--- src/include/sc_host_defs.svh ---
// constants of the smart-card host port: address, field positions, resets and timing
`ifndef SC_HOST_DEFS_SVH
`define SC_HOST_DEFS_SVH

`define ADDR_BYTE_BASE 8'h40
`define ADDR_SEL_DEFAULT 3'h4
`define CTRL_RST 8'h00
`define STAT_RST 8'h04
// idle pin levels: bus and relay lines high, straps at their default 1,0,0
`define PIN_IDLE 16'hFC13

`define CTRL_RUN_BIT 0
`define CTRL_WARM_BIT 1
`define STAT_IO_BIT 2

`define CLK_PERIOD_NS 10
`define T_VCC_RAMP_NS 2000
`define T_DEACT_NS 1000
`define VCC_RAMP_CYC ((`T_VCC_RAMP_NS + `CLK_PERIOD_NS - 1) / `CLK_PERIOD_NS)
`define DEACT_CYC ((`T_DEACT_NS + `CLK_PERIOD_NS - 1) / `CLK_PERIOD_NS)
`define RST_LOW_CCLK 400
`define ATR_EARLY_CCLK 400
`define ATR_MUTE_CCLK 40000

`endif

--- src/include/sc_host_pkg.sv ---
// types shared by the smart-card host port
package sc_host_pkg;
  typedef struct packed {
    logic io_pass_en;
    logic card_clk_div_hi;
    logic card_clk_div_lo;
    logic clk_stop_high;
    logic clk_stop;
    logic vcc_3v;
    logic warm_reset;
    logic session_run;
  } host_control_t;

  typedef struct packed {
    logic session_powered;
    logic premature_answer;
    logic no_answer_timeout;
    logic overload_fault;
    logic supply_fault_latch;
    logic io_high;
    logic insert_change_latch;
    logic card_inserted;
  } host_status_t;

  typedef enum logic [2:0] {
    I2C_IDLE = 3'b000, I2C_ADDR = 3'b001, I2C_ADDR_ACK = 3'b010, I2C_WRITE = 3'b011,
    I2C_WRITE_ACK = 3'b100, I2C_READ = 3'b101, I2C_READ_ACK = 3'b110, I2C_HOLD = 3'b111
  } i2c_state_t;

  typedef enum logic [2:0] {
    SEQ_IDLE = 3'b000, SEQ_POWER = 3'b001, SEQ_RST_LOW = 3'b010,
    SEQ_ATR = 3'b011, SEQ_ACTIVE = 3'b100, SEQ_DEACT = 3'b101
  } seq_state_t;

  typedef enum logic [1:0] {
    OWN_NONE = 2'b00, OWN_HOST = 2'b01, OWN_CARD = 2'b10
  } line_owner_t;
endpackage

--- src/smartcard_iface_host_regs.sv ---
// smart-card interface host port: serial slave, control/status, sequencer, clock, relay
`timescale 1ns/10ps
`include "sc_host_defs.svh"

module smartcard_iface_host_regs
  import sc_host_pkg::*;
#(
  parameter logic [15:0] VCC_RAMP_CYC = 16'(`VCC_RAMP_CYC),
  parameter logic [15:0] DEACT_CYC = 16'(`DEACT_CYC),
  parameter logic [15:0] RST_LOW_CCLK = 16'(`RST_LOW_CCLK),
  parameter logic [15:0] EARLY_CCLK = 16'(`ATR_EARLY_CCLK),
  parameter logic [15:0] MUTE_CCLK = 16'(`ATR_MUTE_CCLK)
)
(
  // clock and reset
  input wire logic sys_clk,
  input wire logic arst_n,
  // serial host bus, open drain data
  input wire logic scl_in,
  input wire logic sda_in,
  output logic sda_out,
  output logic sda_oe_n,
  // address select straps
  input wire logic addr_select_0,
  input wire logic addr_select_1,
  input wire logic addr_select_2,
  // card detect, fault sensors and oscillator
  input wire logic card_detect,
  input wire logic supply_fault_in,
  input wire logic overcurrent_in,
  input wire logic overheat_in,
  input wire logic osc_input,
  // host side relay lines
  input wire logic host_card_data_in,
  output logic host_card_data_out,
  output logic host_card_data_oe_n,
  input wire logic host_aux_line_1_in,
  output logic host_aux_line_1_out,
  output logic host_aux_line_1_oe_n,
  input wire logic host_aux_line_2_in,
  output logic host_aux_line_2_out,
  output logic host_aux_line_2_oe_n,
  // card side relay lines
  input wire logic card_io_in,
  output logic card_io_out,
  output logic card_io_oe_n,
  input wire logic card_aux_line_1_in,
  output logic card_aux_line_1_out,
  output logic card_aux_line_1_oe_n,
  input wire logic card_aux_line_2_in,
  output logic card_aux_line_2_out,
  output logic card_aux_line_2_oe_n,
  // card power, reset and clock
  output logic card_vcc_on,
  output logic card_vcc_3v,
  output logic card_rst,
  output logic card_clk,
  // host interrupt
  output logic host_irq_n
);

  localparam int NPIN = 16;
  localparam int P_SCL = 0;
  localparam int P_SDA = 1;
  localparam int P_SEL = 2;
  localparam int P_DET = 5;
  localparam int P_SUP = 6;
  localparam int P_OC = 7;
  localparam int P_OH = 8;
  localparam int P_OSC = 9;
  localparam int P_HOST = 10;
  localparam int P_CARD = 13;

  // half-period length in oscillator edges for the card clock rate pair {bit5, bit6}
  function automatic logic [3:0] rate_half_edges(input logic sel_a, input logic sel_b);
    logic [3:0] n;
    n = 4'h8;
    case ({sel_a, sel_b})
      2'b00: n = 4'h8;
      2'b01: n = 4'h4;
      2'b11: n = 4'h2;
      2'b10: n = 4'h1;
      default: n = 4'h8;
    endcase
    return n;
  endfunction

  logic [NPIN-1:0] pin_raw;
  logic [NPIN-1:0] sync1_r;
  logic [NPIN-1:0] sync2_r;
  logic [NPIN-1:0] sync3_r;
  logic [NPIN-1:0] pin_r;
  logic [2:0] addr_sel_r;
  logic scl_prev_r;
  logic sda_prev_r;
  i2c_state_t i2c_st_r;
  logic [2:0] bit_cnt_r;
  logic byte_done_r;
  logic [7:0] shift_r;
  logic [7:0] tx_r;
  logic [7:0] snap_r;
  logic rw_r;
  logic sda_oe_n_r;
  host_control_t ctrl_r;
  host_status_t status_r;
  host_status_t status_nxt;
  logic irq_n_r;
  seq_state_t seq_r;
  logic [15:0] seq_cnt_r;
  logic [15:0] cclk_cnt_r;
  logic run_prev_r;
  logic vcc_on_r;
  logic rst_r;
  logic clk_en_r;
  logic warm_done_r;
  logic set_early_r;
  logic set_mute_r;
  logic session_start_r;
  logic osc_prev_r;
  logic [3:0] edge_cnt_r;
  logic cclk_free_r;
  logic card_clk_r;
  logic card_clk_prev_r;
  logic present_prev_r;
  logic [2:0] host_oe_n_r;
  logic [2:0] card_oe_n_r;
  logic scl_rise;
  logic scl_fall;
  logic start_det;
  logic stop_det;
  logic addr_match;
  logic ctrl_load;
  logic status_read;
  logic cclk_rise;
  logic fault_any;

  assign pin_raw = {card_aux_line_2_in, card_aux_line_1_in, card_io_in,
                    host_aux_line_2_in, host_aux_line_1_in, host_card_data_in,
                    osc_input, overheat_in, overcurrent_in, supply_fault_in, card_detect,
                    addr_select_2, addr_select_1, addr_select_0, sda_in, scl_in};

  // three-stage synchroniser; a level is taken once stages two and three agree
  // stages reset to the idle pin levels so no false edge follows reset
  always_ff @(posedge sys_clk or negedge arst_n)
  begin
    if (!arst_n)
    begin
      sync1_r <= `PIN_IDLE;
      sync2_r <= `PIN_IDLE;
      sync3_r <= `PIN_IDLE;
      pin_r <= `PIN_IDLE;
    end
    else
    begin
      sync1_r <= pin_raw;
      sync2_r <= sync1_r;
      sync3_r <= sync2_r;
      pin_r <= (sync2_r & sync3_r) | (pin_r & (sync2_r ^ sync3_r));
    end
  end

  // straps read the reset default until the pins are sampled after release
  always_ff @(posedge sys_clk or negedge arst_n)
  begin
    if (!arst_n)
      addr_sel_r <= `ADDR_SEL_DEFAULT;
    else
      addr_sel_r <= pin_r[P_SEL+2:P_SEL];
  end

  // bus edge and condition detection on the filtered levels
  always_ff @(posedge sys_clk or negedge arst_n)
  begin
    if (!arst_n)
    begin
      scl_prev_r <= 1'b1;
      sda_prev_r <= 1'b1;
    end
    else
    begin
      scl_prev_r <= pin_r[P_SCL];
      sda_prev_r <= pin_r[P_SDA];
    end
  end

  assign scl_rise = pin_r[P_SCL] & ~scl_prev_r;
  assign scl_fall = ~pin_r[P_SCL] & scl_prev_r;
  assign start_det = scl_prev_r & pin_r[P_SCL] & sda_prev_r & ~pin_r[P_SDA];
  assign stop_det = scl_prev_r & pin_r[P_SCL] & ~sda_prev_r & pin_r[P_SDA];
  assign addr_match = ({shift_r[7:1], 1'b0} == (`ADDR_BYTE_BASE + {4'h0, addr_sel_r, 1'b0}));
  assign ctrl_load = (i2c_st_r == I2C_WRITE) && scl_fall && byte_done_r;
  assign status_read = (i2c_st_r == I2C_READ_ACK) && scl_rise;

  // serial slave; data changes only while the clock is low so it never fakes a start
  always_ff @(posedge sys_clk or negedge arst_n)
  begin
    if (!arst_n)
    begin
      i2c_st_r <= I2C_IDLE;
      bit_cnt_r <= 3'h0;
      byte_done_r <= 1'b0;
      shift_r <= 8'h00;
      tx_r <= 8'h00;
      snap_r <= 8'h00;
      rw_r <= 1'b0;
      sda_oe_n_r <= 1'b1;
    end
    else if (start_det)
    begin
      i2c_st_r <= I2C_ADDR;
      bit_cnt_r <= 3'h0;
      byte_done_r <= 1'b0;
      sda_oe_n_r <= 1'b1;
    end
    else if (stop_det)
    begin
      i2c_st_r <= I2C_IDLE;
      sda_oe_n_r <= 1'b1;
    end
    else
    begin
      case (i2c_st_r)
        I2C_ADDR, I2C_WRITE:
        begin
          if (scl_rise)
          begin
            shift_r <= {shift_r[6:0], pin_r[P_SDA]};
            bit_cnt_r <= bit_cnt_r + 3'h1;
            byte_done_r <= (bit_cnt_r == 3'h7);
          end
          else if (scl_fall && byte_done_r)
          begin
            byte_done_r <= 1'b0;
            if (i2c_st_r == I2C_WRITE)
            begin
              sda_oe_n_r <= 1'b0;
              i2c_st_r <= I2C_WRITE_ACK;
            end
            else if (addr_match)
            begin
              sda_oe_n_r <= 1'b0;
              rw_r <= shift_r[0];
              i2c_st_r <= I2C_ADDR_ACK;
            end
            else
              i2c_st_r <= I2C_HOLD;
          end
        end
        I2C_ADDR_ACK:
        begin
          if (scl_fall)
          begin
            bit_cnt_r <= 3'h0;
            if (rw_r)
            begin
              // snapshot status and present its top bit
              tx_r <= status_r;
              snap_r <= status_r;
              sda_oe_n_r <= status_r[7];
              i2c_st_r <= I2C_READ;
            end
            else
            begin
              sda_oe_n_r <= 1'b1;
              i2c_st_r <= I2C_WRITE;
            end
          end
        end
        I2C_READ:
        begin
          if (scl_rise)
          begin
            bit_cnt_r <= bit_cnt_r + 3'h1;
            byte_done_r <= (bit_cnt_r == 3'h7);
          end
          else if (scl_fall)
          begin
            if (byte_done_r)
            begin
              // release for the master's answer bit
              byte_done_r <= 1'b0;
              sda_oe_n_r <= 1'b1;
              i2c_st_r <= I2C_READ_ACK;
            end
            else
            begin
              tx_r <= {tx_r[6:0], 1'b0};
              sda_oe_n_r <= tx_r[6];
            end
          end
        end
        I2C_WRITE_ACK:
        begin
          if (scl_fall)
          begin
            sda_oe_n_r <= 1'b1;
            i2c_st_r <= I2C_HOLD;
          end
        end
        I2C_READ_ACK:
        begin
          if (scl_rise)
            i2c_st_r <= I2C_HOLD;
        end
        default:
        begin
          sda_oe_n_r <= 1'b1;
        end
      endcase
    end
  end

  // control register; a host write wins over the warm reset self-clear
  always_ff @(posedge sys_clk or negedge arst_n)
  begin
    if (!arst_n)
      ctrl_r <= host_control_t'(`CTRL_RST);
    else if (ctrl_load)
      ctrl_r <= host_control_t'(shift_r);
    else if (warm_done_r)
      ctrl_r.warm_reset <= 1'b0;
  end

  assign fault_any = pin_r[P_SUP] | pin_r[P_OC] | pin_r[P_OH];
  assign cclk_rise = card_clk_r & ~card_clk_prev_r;

  // activation sequencer; faults and removal always force deactivation
  always_ff @(posedge sys_clk or negedge arst_n)
  begin
    if (!arst_n)
    begin
      seq_r <= SEQ_IDLE;
      seq_cnt_r <= 16'h0000;
      cclk_cnt_r <= 16'h0000;
      run_prev_r <= 1'b0;
      vcc_on_r <= 1'b0;
      rst_r <= 1'b0;
      clk_en_r <= 1'b0;
      warm_done_r <= 1'b0;
      set_early_r <= 1'b0;
      set_mute_r <= 1'b0;
      session_start_r <= 1'b0;
    end
    else
    begin
      run_prev_r <= ctrl_r.session_run;
      warm_done_r <= 1'b0;
      set_early_r <= 1'b0;
      set_mute_r <= 1'b0;
      session_start_r <= 1'b0;
      seq_cnt_r <= seq_cnt_r + 16'h0001;
      if (cclk_rise)
        cclk_cnt_r <= cclk_cnt_r + 16'h0001;
      if (seq_r != SEQ_IDLE && seq_r != SEQ_DEACT &&
          (!ctrl_r.session_run || fault_any || !pin_r[P_DET]))
      begin
        // deactivate on stop, fault or removal
        seq_r <= SEQ_DEACT;
        seq_cnt_r <= 16'h0000;
        rst_r <= 1'b0;
        clk_en_r <= 1'b0;
      end
      else
      begin
        case (seq_r)
          SEQ_IDLE:
          begin
            vcc_on_r <= 1'b0;
            // launch activation on a set of the run bit
            if (ctrl_r.session_run && !run_prev_r && pin_r[P_DET] && !fault_any)
            begin
              seq_r <= SEQ_POWER;
              seq_cnt_r <= 16'h0000;
              vcc_on_r <= 1'b1;
              session_start_r <= 1'b1;
            end
          end
          SEQ_POWER:
          begin
            if (seq_cnt_r >= VCC_RAMP_CYC)
            begin
              seq_r <= SEQ_RST_LOW;
              clk_en_r <= 1'b1;
              cclk_cnt_r <= 16'h0000;
            end
          end
          SEQ_RST_LOW:
          begin
            if (cclk_cnt_r >= RST_LOW_CCLK)
            begin
              seq_r <= SEQ_ATR;
              rst_r <= 1'b1;
              cclk_cnt_r <= 16'h0000;
            end
          end
          SEQ_ATR:
          begin
            if (!pin_r[P_CARD])
            begin
              set_early_r <= (cclk_cnt_r < EARLY_CCLK);
              warm_done_r <= 1'b1;
              seq_r <= SEQ_ACTIVE;
            end
            else if (cclk_cnt_r >= MUTE_CCLK)
            begin
              set_mute_r <= 1'b1;
              warm_done_r <= 1'b1;
              seq_r <= SEQ_ACTIVE;
            end
          end
          SEQ_ACTIVE:
          begin
            // warm reset of the active card
            if (ctrl_r.warm_reset && !warm_done_r)
            begin
              seq_r <= SEQ_RST_LOW;
              rst_r <= 1'b0;
              cclk_cnt_r <= 16'h0000;
            end
          end
          SEQ_DEACT:
          begin
            if (seq_cnt_r >= DEACT_CYC)
            begin
              vcc_on_r <= 1'b0;
              seq_r <= SEQ_IDLE;
            end
          end
          default:
          begin
            seq_r <= SEQ_IDLE;
          end
        endcase
      end
    end
  end

  // card clock divider from the filtered oscillator; only valid for oscillators
  // well below a quarter of sys_clk because of the synchroniser sampling
  always_ff @(posedge sys_clk or negedge arst_n)
  begin
    if (!arst_n)
    begin
      osc_prev_r <= 1'b0;
      edge_cnt_r <= 4'h0;
      cclk_free_r <= 1'b0;
      card_clk_r <= 1'b0;
      card_clk_prev_r <= 1'b0;
    end
    else
    begin
      osc_prev_r <= pin_r[P_OSC];
      card_clk_prev_r <= card_clk_r;
      if (pin_r[P_OSC] != osc_prev_r)
      begin
        if (edge_cnt_r + 4'h1 >= rate_half_edges(ctrl_r.card_clk_div_lo, ctrl_r.card_clk_div_hi))
        begin
          edge_cnt_r <= 4'h0;
          cclk_free_r <= ~cclk_free_r;
        end
        else
          edge_cnt_r <= edge_cnt_r + 4'h1;
      end
      // stop the clock at the chosen level; a stop mid-pulse may shorten it
      if (!clk_en_r)
        card_clk_r <= 1'b0;
      else if (ctrl_r.clk_stop && seq_r == SEQ_ACTIVE)
        card_clk_r <= ctrl_r.clk_stop_high;
      else
        card_clk_r <= cclk_free_r;
    end
  end

  // status bits; a new event in the clearing cycle keeps its bit set
  always_comb
  begin
    status_nxt = status_r;
    status_nxt.card_inserted = pin_r[P_DET];
    status_nxt.io_high = pin_r[P_CARD];
    status_nxt.session_powered = vcc_on_r;
    if (status_read)
      status_nxt = status_nxt & ~(host_status_t'(snap_r) & 8'h7A);
    if (session_start_r)
    begin
      status_nxt.no_answer_timeout = 1'b0;
      status_nxt.premature_answer = 1'b0;
    end
    if (pin_r[P_DET] != present_prev_r)
      status_nxt.insert_change_latch = 1'b1;
    if (pin_r[P_SUP])
      status_nxt.supply_fault_latch = 1'b1;
    if ((pin_r[P_OC] | pin_r[P_OH]) && seq_r != SEQ_IDLE)
      status_nxt.overload_fault = 1'b1;
    if (set_mute_r)
      status_nxt.no_answer_timeout = 1'b1;
    if (set_early_r)
      status_nxt.premature_answer = 1'b1;
  end

  // status register and interrupt line
  always_ff @(posedge sys_clk or negedge arst_n)
  begin
    if (!arst_n)
    begin
      status_r <= host_status_t'(`STAT_RST);
      present_prev_r <= 1'b0;
      irq_n_r <= 1'b1;
    end
    else
    begin
      status_r <= status_nxt;
      present_prev_r <= pin_r[P_DET];
      // interrupt while the insert-change, supply-fault or overload bit is set
      irq_n_r <= ~(status_r.insert_change_latch | status_r.supply_fault_latch |
                   status_r.overload_fault);
    end
  end

  // bidirectional relay; the first side to pull low owns the line until both are high
  genvar gi;
  generate
    for (gi = 0; gi < 3; gi++)
    begin : g_relay
      line_owner_t own_r;
      logic host_low;
      logic card_low;
      assign host_low = ~pin_r[P_HOST+gi];
      assign card_low = ~pin_r[P_CARD+gi];
      always_ff @(posedge sys_clk or negedge arst_n)
      begin
        if (!arst_n)
        begin
          own_r <= OWN_NONE;
          host_oe_n_r[gi] <= 1'b1;
          card_oe_n_r[gi] <= 1'b1;
        end
        // relay off leaves both sides floating
        else if (!ctrl_r.io_pass_en)
        begin
          own_r <= OWN_NONE;
          host_oe_n_r[gi] <= 1'b1;
          card_oe_n_r[gi] <= 1'b1;
        end
        else
        begin
          case (own_r)
            OWN_NONE:
            begin
              if (host_low)
                own_r <= OWN_HOST;
              else if (card_low)
                own_r <= OWN_CARD;
            end
            OWN_HOST:
            begin
              if (!host_low && !card_low)
                own_r <= OWN_NONE;
            end
            OWN_CARD:
            begin
              if (!host_low && !card_low)
                own_r <= OWN_NONE;
            end
            default:
            begin
              own_r <= OWN_NONE;
            end
          endcase
          card_oe_n_r[gi] <= ~((own_r == OWN_HOST || (own_r == OWN_NONE && host_low)) && host_low);
          host_oe_n_r[gi] <= ~(own_r == OWN_CARD && card_low);
        end
      end
    end
  endgenerate

  // open-drain pins only ever drive low
  assign sda_out = 1'b0;
  assign sda_oe_n = sda_oe_n_r;
  assign host_card_data_out = 1'b0;
  assign host_aux_line_1_out = 1'b0;
  assign host_aux_line_2_out = 1'b0;
  assign card_io_out = 1'b0;
  assign card_aux_line_1_out = 1'b0;
  assign card_aux_line_2_out = 1'b0;
  assign host_card_data_oe_n = host_oe_n_r[0];
  assign host_aux_line_1_oe_n = host_oe_n_r[1];
  assign host_aux_line_2_oe_n = host_oe_n_r[2];
  assign card_io_oe_n = card_oe_n_r[0];
  assign card_aux_line_1_oe_n = card_oe_n_r[1];
  assign card_aux_line_2_oe_n = card_oe_n_r[2];
  // card power and control, host interrupt
  assign card_vcc_on = vcc_on_r;
  assign card_vcc_3v = ctrl_r.vcc_3v;
  assign card_rst = rst_r;
  assign card_clk = card_clk_r;
  assign host_irq_n = irq_n_r;

endmodule

--- config.mk ---
export PLATFORM = sky130hd
export DESIGN_NAME = smartcard_iface_host_regs
export DESIGN_NICKNAME = d
export VERILOG_FILES = /design/src/include/sc_host_pkg.sv /design/src/smartcard_iface_host_regs.sv
export VERILOG_INCLUDE_DIRS = /design/src /design/src/include
export SDC_FILE = /design/constraint.sdc
export NUM_CORES = 1
export LEC_CHECK = 0
export BUFFER_PORTS_ARGS = -buffer_cell sky130_fd_sc_hd__buf_2
export CAP_MARGIN = 10
export CORE_UTILIZATION = 40
export CTS_BUF_LIST = sky130_fd_sc_hd__clkbuf_4 sky130_fd_sc_hd__clkbuf_8
export CTS_CLUSTER_SIZE = 25
export DETAILED_ROUTE_END_ITERATION = 16
export HOLD_SLACK_MARGIN = 0.05
export PLACE_DENSITY = 0.68
export RECOVER_POWER = 25
export SYNTH_ARGS = -nofsm -noshare
export SYNTH_HDL_FRONTEND = slang
export SYNTH_SLANG_ARGS = --single-unit
export TNS_END_PERCENT = 1
--- constraint.sdc ---
create_clock -name sys_clk -period 2.04 [get_ports sys_clk]
set_input_delay 0.408 -clock sys_clk [delete_from_list [all_inputs] [get_ports sys_clk]]
set_output_delay 0.408 -clock sys_clk [all_outputs]
set_load 0.01 [all_outputs]
# After elaboration in Yosys (flattened, before gate mapping)
# Index checks and enable logic that the tools add are counted.
[word_totals] output_inout_bits=19 wordCells=365 reg_bits=181 input_bits=18
[op_classes] eq_ne=58 n_bitwise=43 reduce_logical=75 muxes=120 add_sub_neg=5 magnitude_cmp=6
[op_table] cell="2-to-1 mux 16 bit" n=8
[op_table] cell="2-to-1 mux 3 bit" n=25
[op_table] cell="inequality test 4 bit, second input constant" n=14
[op_table] cell="2-to-1 mux 1 bit" n=53
[op_table] cell="case mux 16 bit (3 select lines)" n=1
[op_table] cell="2-to-1 mux 7 bit" n=5
[op_table] cell="adder 16 x 1 -> 16 bit, second input constant" n=2
[op_table] cell="AND 16 bit" n=2
[op_table] cell="2-to-1 mux 2 bit" n=13
[op_table] cell="logical AND 1 bit" n=24
[op_table] cell="inequality test 3 bit, second input constant" n=8
[op_table] cell="NOT 1 bit" n=24
[op_table] cell="equality test 3 bit, second input constant" n=6
[op_table] cell="case mux 3 bit (6 select lines)" n=1
[op_table] cell="nonzero test 3 bit" n=6
[op_table] cell="greater-or-equal comparator 16 bit, second input constant" n=1
[op_table] cell="greater-or-equal comparator 16 x 7 -> 1 bit, second input constant" n=1
[op_table] cell="greater-or-equal comparator 16 x 8 -> 1 bit, second input constant" n=1
[op_table] cell="greater-or-equal comparator 16 x 9 -> 1 bit, second input constant" n=1
[op_table] cell="less-than comparator 16 x 9 -> 1 bit, second input constant" n=1
[op_table] cell="bitwise OR 16 bit" n=1
[op_table] cell="case mux 4 bit (4 select lines)" n=1
[op_table] cell="AND reduction 8 bit" n=2
[op_table] cell="nonzero test 2 bit" n=8
[op_table] cell="41 further kinds" n=98

# Longest topological paths before layout
[depth] depth_word=9 mapped_depth=9 mapped_depth_nobuf=8

# Worst setup path after synthesis
# OpenSTA, ideal clock, no wires.
[synth_path] path_type="flip-flop to flip-flop" startpoint="register edge_cnt_r[0]" endpoint="register cclk_free_r" t_arrival_ns=1.785 slack_ns=0.129 path_buffers=0 path_stages_with_launch=8 synth_period_minus_slack_ns=1.911 cell_sequence="dfrtp_1 ha_1 ha_1 a21o_1 a21o_1 a21oi_1 nor2_1 xor2_1"
[synth_between] elab_chain_cells=3
[synth_rtl] element="start, declared" line_no="smartcard_iface_host_regs.sv:120" text="logic [3:0] edge_cnt_r;"
[synth_rtl] element="start signal, assigned" line_no="smartcard_iface_host_regs.sv:462" text="edge_cnt_r <= edge_cnt_r + 4'h1;"
[synth_rtl] element="adder 4 x 1 -> 4 bit" line_no="smartcard_iface_host_regs.sv:456" text="if (edge_cnt_r + 4'h1 >= rate_half_edges(ctrl_r.card_clk_div_lo, ctrl_r.card_clk_div_hi))"
[synth_rtl] element="greater-or-equal comparator 4 bit" line_no="smartcard_iface_host_regs.sv:456"
[synth_rtl] element="AND reduction 2 bit (no source line)"
[synth_rtl] element="end signal, assigned" line_no="smartcard_iface_host_regs.sv:459" text="cclk_free_r <= ~cclk_free_r;"
[synth_rtl] element="end, declared" line_no="smartcard_iface_host_regs.sv:121" text="logic cclk_free_r;"
# No other way between the ends.
# A chain may end at the register's enable or synchronous reset.

# Worst setup path after layout
[layout_path] startpoint="register cclk_cnt_r[6]" endpoint="register seq_r[0]"
[layout_between] elab_chain_cells=3 elab_cells_between_ends=5
[layout_rtl] element="start, declared" line_no="smartcard_iface_host_regs.sv:110" text="logic [15:0] cclk_cnt_r;"
[layout_rtl] element="start signal, assigned" line_no="smartcard_iface_host_regs.sv:353" text="cclk_cnt_r <= cclk_cnt_r + 16'h0001;"
[layout_rtl] element="greater-or-equal comparator 16 bit / greater-or-equal comparator 16 x 9 -> 1 bit (equally long branches)" line_no="smartcard_iface_host_regs.sv:404, smartcard_iface_host_regs.sv:389"
[layout_rtl] element="inequality test 4 bit (no source line) / inequality test 3 bit (equally long branches)"
[layout_rtl] element="AND reduction 6 bit (no source line) (*)"
[layout_rtl] element="end signal, assigned" line_no="smartcard_iface_host_regs.sv:402" text="seq_r <= SEQ_ACTIVE;"
[layout_rtl] element="end signal, assigned" line_no="smartcard_iface_host_regs.sv:408" text="seq_r <= SEQ_ACTIVE;"
[layout_rtl] element="end signal, assigned" line_no="smartcard_iface_host_regs.sv:416" text="seq_r <= SEQ_RST_LOW;"
[layout_rtl] element="end, declared" line_no="smartcard_iface_host_regs.sv:108" text="seq_state_t seq_r;"
# Mark *: on every way between the ends. The rest lies on a longest branch, timed or not.

==> summary.txt <==
Run status
  – Status: finished, violations left
  – Failing checks: negative setup slack

Placed design
  – Placed cells: slightly below 1,000
  – Gpl congestion: 0.812
  – Final HPWL DP: 9.17 mm
  – Placed Area: 8410 sq um
  – IO buf count: 29

Timing
  – Max Fclk: 490 MHz
  – Final Cycle Share: 100%
  – Worst-margin pin slew: 1240 ps
  – Relative slew slack: 17.2%
  – Final hold violations: 0
  – Setup WS post-layout: -0.716 ps
  – Setup Viol. Count Final: 1
  – Skew final: 11.0 ps
  – RSZ-0062 raised after global routing: yes
  – Final min period: 2040 ps
  – Final Max Slew Viols: 0

Yosys
  – Unique cell type count in the Yosys netlist: 60
  – Ys flop type: dfrtp_1
  – EDFF count, synth: 0
  – Ys Warns: 0
  – Synthesized cell area: 7700 sq um
  – Mapped Cells: 670
  – Syn_area_per_cell: 11.5 sq um
  – Share of flip-flops with an asynchronous set or reset: 100%
  – Post-synthesis register bit count: 178
  – Register area share after synthesis: around three fifths

Drt
  – Initial drt markers: 222
  – WL per Instance: 13.0 um
  – ANT nets after route: 0
  – Drt total wl: 13.1 mm
  – Vias/cell: 4.84
  – DRC Markers: 0
  – Drt pass-1 iters: 4
  – Vias: 4,896

Global route
  – Initial antenna violation count: 0
  – Pin count of the biggest net entering global routing: 48
  – Vias in the first global route: 4,877
  – GRT overflow: 0
  – GRT Util Overall: 14.6%
  – Global-route wire length before repair: 23.1 mm

Cells and area
  – Register area: 4510 sq um
  – # diodes: 0
  – Fillcell total: roughly 1,700
  – Area of the multi-input gates: 3020 sq um
  – Post-route cell area: 9020 sq um
  – Nets: 822
  – Fin cells: 1,012
  – Area growth syn-to-layout: 17.2%
  – Layout cells sized above 1: 23.5%

Clocking
  – CTS Root Cell: clkbuf_8
  – CTS H-Tree Depth: 4
  – CTS buffer count: 17
  – Clk sinks: 178
  – Worst-skew pair later-pin latency: roughly 460 ps
  – CTS tree: built
  – Worst-path clk slew: 100 ps
  – Deepest clock path buffer count: 2

Setup path
  – Endpoint type of the worst setup path: flop
  – Crit path capture: seq_r[0]
  – Setup CP Type: flop to flop
  – Crit path from: cclk_cnt_r[6]
  – CP Max Fanout: 4
  – Flop-to-flop setup slack: -0.7 ps
  – Reg2Reg Depth: 7
  – Startpoint Class: flop
  – Worst EP arrival: 2380 ps
  – Worst r2r src: cclk_cnt_r[6]
  – Worst path required time: between 2000 and 2500 ps
  – Reg2Reg Capture Point: seq_r[0]

Pwr
  – Pwr dens: 910 nW/um^2
  – Static Leak: 0.00424 uW
  – Worst VDD drop: 494 uV

Min path
  – Number of cells on the worst hold path: 0
  – Hold WC Path Type: flop to flop

Floorplan
  – Die Height: 141 um
  – Starting density of the core: 41.0%
  – Cell row count: 50
  – Die width: 141 um
  – Die ar.: 19,800 sq um
  – Core ar.: approximately 19,000 sq um
  – IO Count: 37

Job
  – Max-Cap Viols: 0
[layer usage]
metal  up-vias  share of wire (%)  GRT usage (%)  wire (um)
li1       2469                  -              -          -
met1      2367                 49           19.5       6450
met4         0                1.3           4.63        169
met2        47                 47           23.1       6180
met3        13                2.5           3.84        326
met5         -                  0              0          0
[power breakdown]
| part | leakage, uW | internal [uW] | switching, uW |
|---|---|---|---|
| combinational | 0.00185 | 744 | 828 |
| sequential | 0.00219 | 3900 | 319 |
| clock | 0.000201 | 1060 | 1360 |
| total | 0.00424 | 5700 | 2500 |
[kinds of logic (layout without fill, tap and decap cells)]
logic type,Yosys count,count (layout),synth area share (%)
muxes,31,31,4.47
adders and majority gates,39,39,6.34
and+or+nand+nor,227,227,14.5
DFF,178,178,58.6
xor gates and xnor gates,38,38,4.32
AOI/OAI and AO/OA,106,106,8.79
other,1,7,0.0487
buffers and inverters,50,152,2.89
[what timing repair did]
action / CTS / global route
gates resized for setup: 2 / 7
endpoints found under the setup margin: 20 / 38
endpoints found under the hold margin: 52 / 0
pin swaps: 3 / 3
buffers inserted: 0 / 1
hold buffers: 17 / 0
[how the worst min path moves through the flow]
stage / start / to / slack [ps]
CTS: sync1_r[8] / sync2_r[8] / 360
global route: sync1_r[7] / sync2_r[7] / 360
detailed placement: sync1_r[8] / sync2_r[8] / 340
finish: sync1_r[7] / sync2_r[7] / 350
floorplan: arst_n / addr_sel_r[0] / 110
global placement: sync1_r[2] / sync2_r[2] / 330
[final cells by class]
cell class,count,share of cell area [%]
flip-flops and latches,178,50.0
clock inverters,13,1.59
clock buffers,19,2.83
repair buffers,93,7.72
inverters,27,1.12
well taps,234,3.24
multi-input cells,448,33.5
[sequential cells by signal, indices dropped and copies added (netlist names), 5 cells and up]
name           count
sync3_r           16
status_r           7
g_relay.own_r      6
sync1_r           16
shift_r            8
pin_r             16
ctrl_r             7
tx_r               7
seq_cnt_r         16
cclk_cnt_r        16
snap_r             5
sync2_r           16
[Yosys cell counts, types with 3 or more instances]
master    number  area share (%)
a21o_1        21             2.0
a211oi_1       7            0.68
nor2_1        58             2.8
inv_1         25             1.2
xor2_1        26             3.0
xnor2_1       12             1.4
mux2i_1        7            0.91
nor3_1        13            0.85
buf_2          4            0.26
a31oi_1        4            0.32
nand3_1       19             1.2
clkbuf_1      11            0.54
ha_1          39             6.3
o21ai_1       12            0.78
nand2_1       70             3.4
buf_4          8            0.78
nand2b_1       5            0.41
and3_1         5            0.41
mux2_1         4            0.59
o21ai_0       21             1.4
dfstp_2       48              16
o211ai_1       4            0.39
nand4_1        7            0.57
mux2_2        19             2.8
and2_1         6            0.49
a21oi_1       18             1.2
nor2b_1       17             1.4
nand3b_1       3            0.29
nor4_1         3            0.24
or4_1          3            0.29
dfrtp_1      130              42
[cell usage in the layout (no fill, tap or decap), drive strengths merged, types with 12 or more instances in the layout]
cell type and instances:
clkbuf 23, nand2 70, dfstp 48, dlygate4sd3 17, a21o 21, xor2 26, buf 72, mux2 24
a21oi 19, nor2 59, nor2b 17, xnor2 12, nor3 14, ha 39, o21ai 34, inv 34
nand3 19, dfrtp 130
[worst max-delay path: stages (launching register included)]
cell      delay, ps
dfrtp_1         420
buf_4           150
or4_1           490
a31oi_2         250
nand2_1          80
nor2_1          130
a211oi_2         80
mux2_1          330
[metrics by stage]
step,hold slack [ps],utilization (%),total power [uW],TNS [ps],setup slack (ps)
2_1_floorplan,112,-,5310,0,129
3_3_place_gp,334,44.8,5790,-2160,-154
6_report,347,48.1,8210,-0.716,-0.716
5_1_grt,357,48.1,8700,-115,-84.0
4_1_cts,358,47.9,8300,-64.2,-63.4
3_5_place_dp,336,44.8,5840,-3020,-193
No activity file was read; power rests on OpenSTA's default activity.
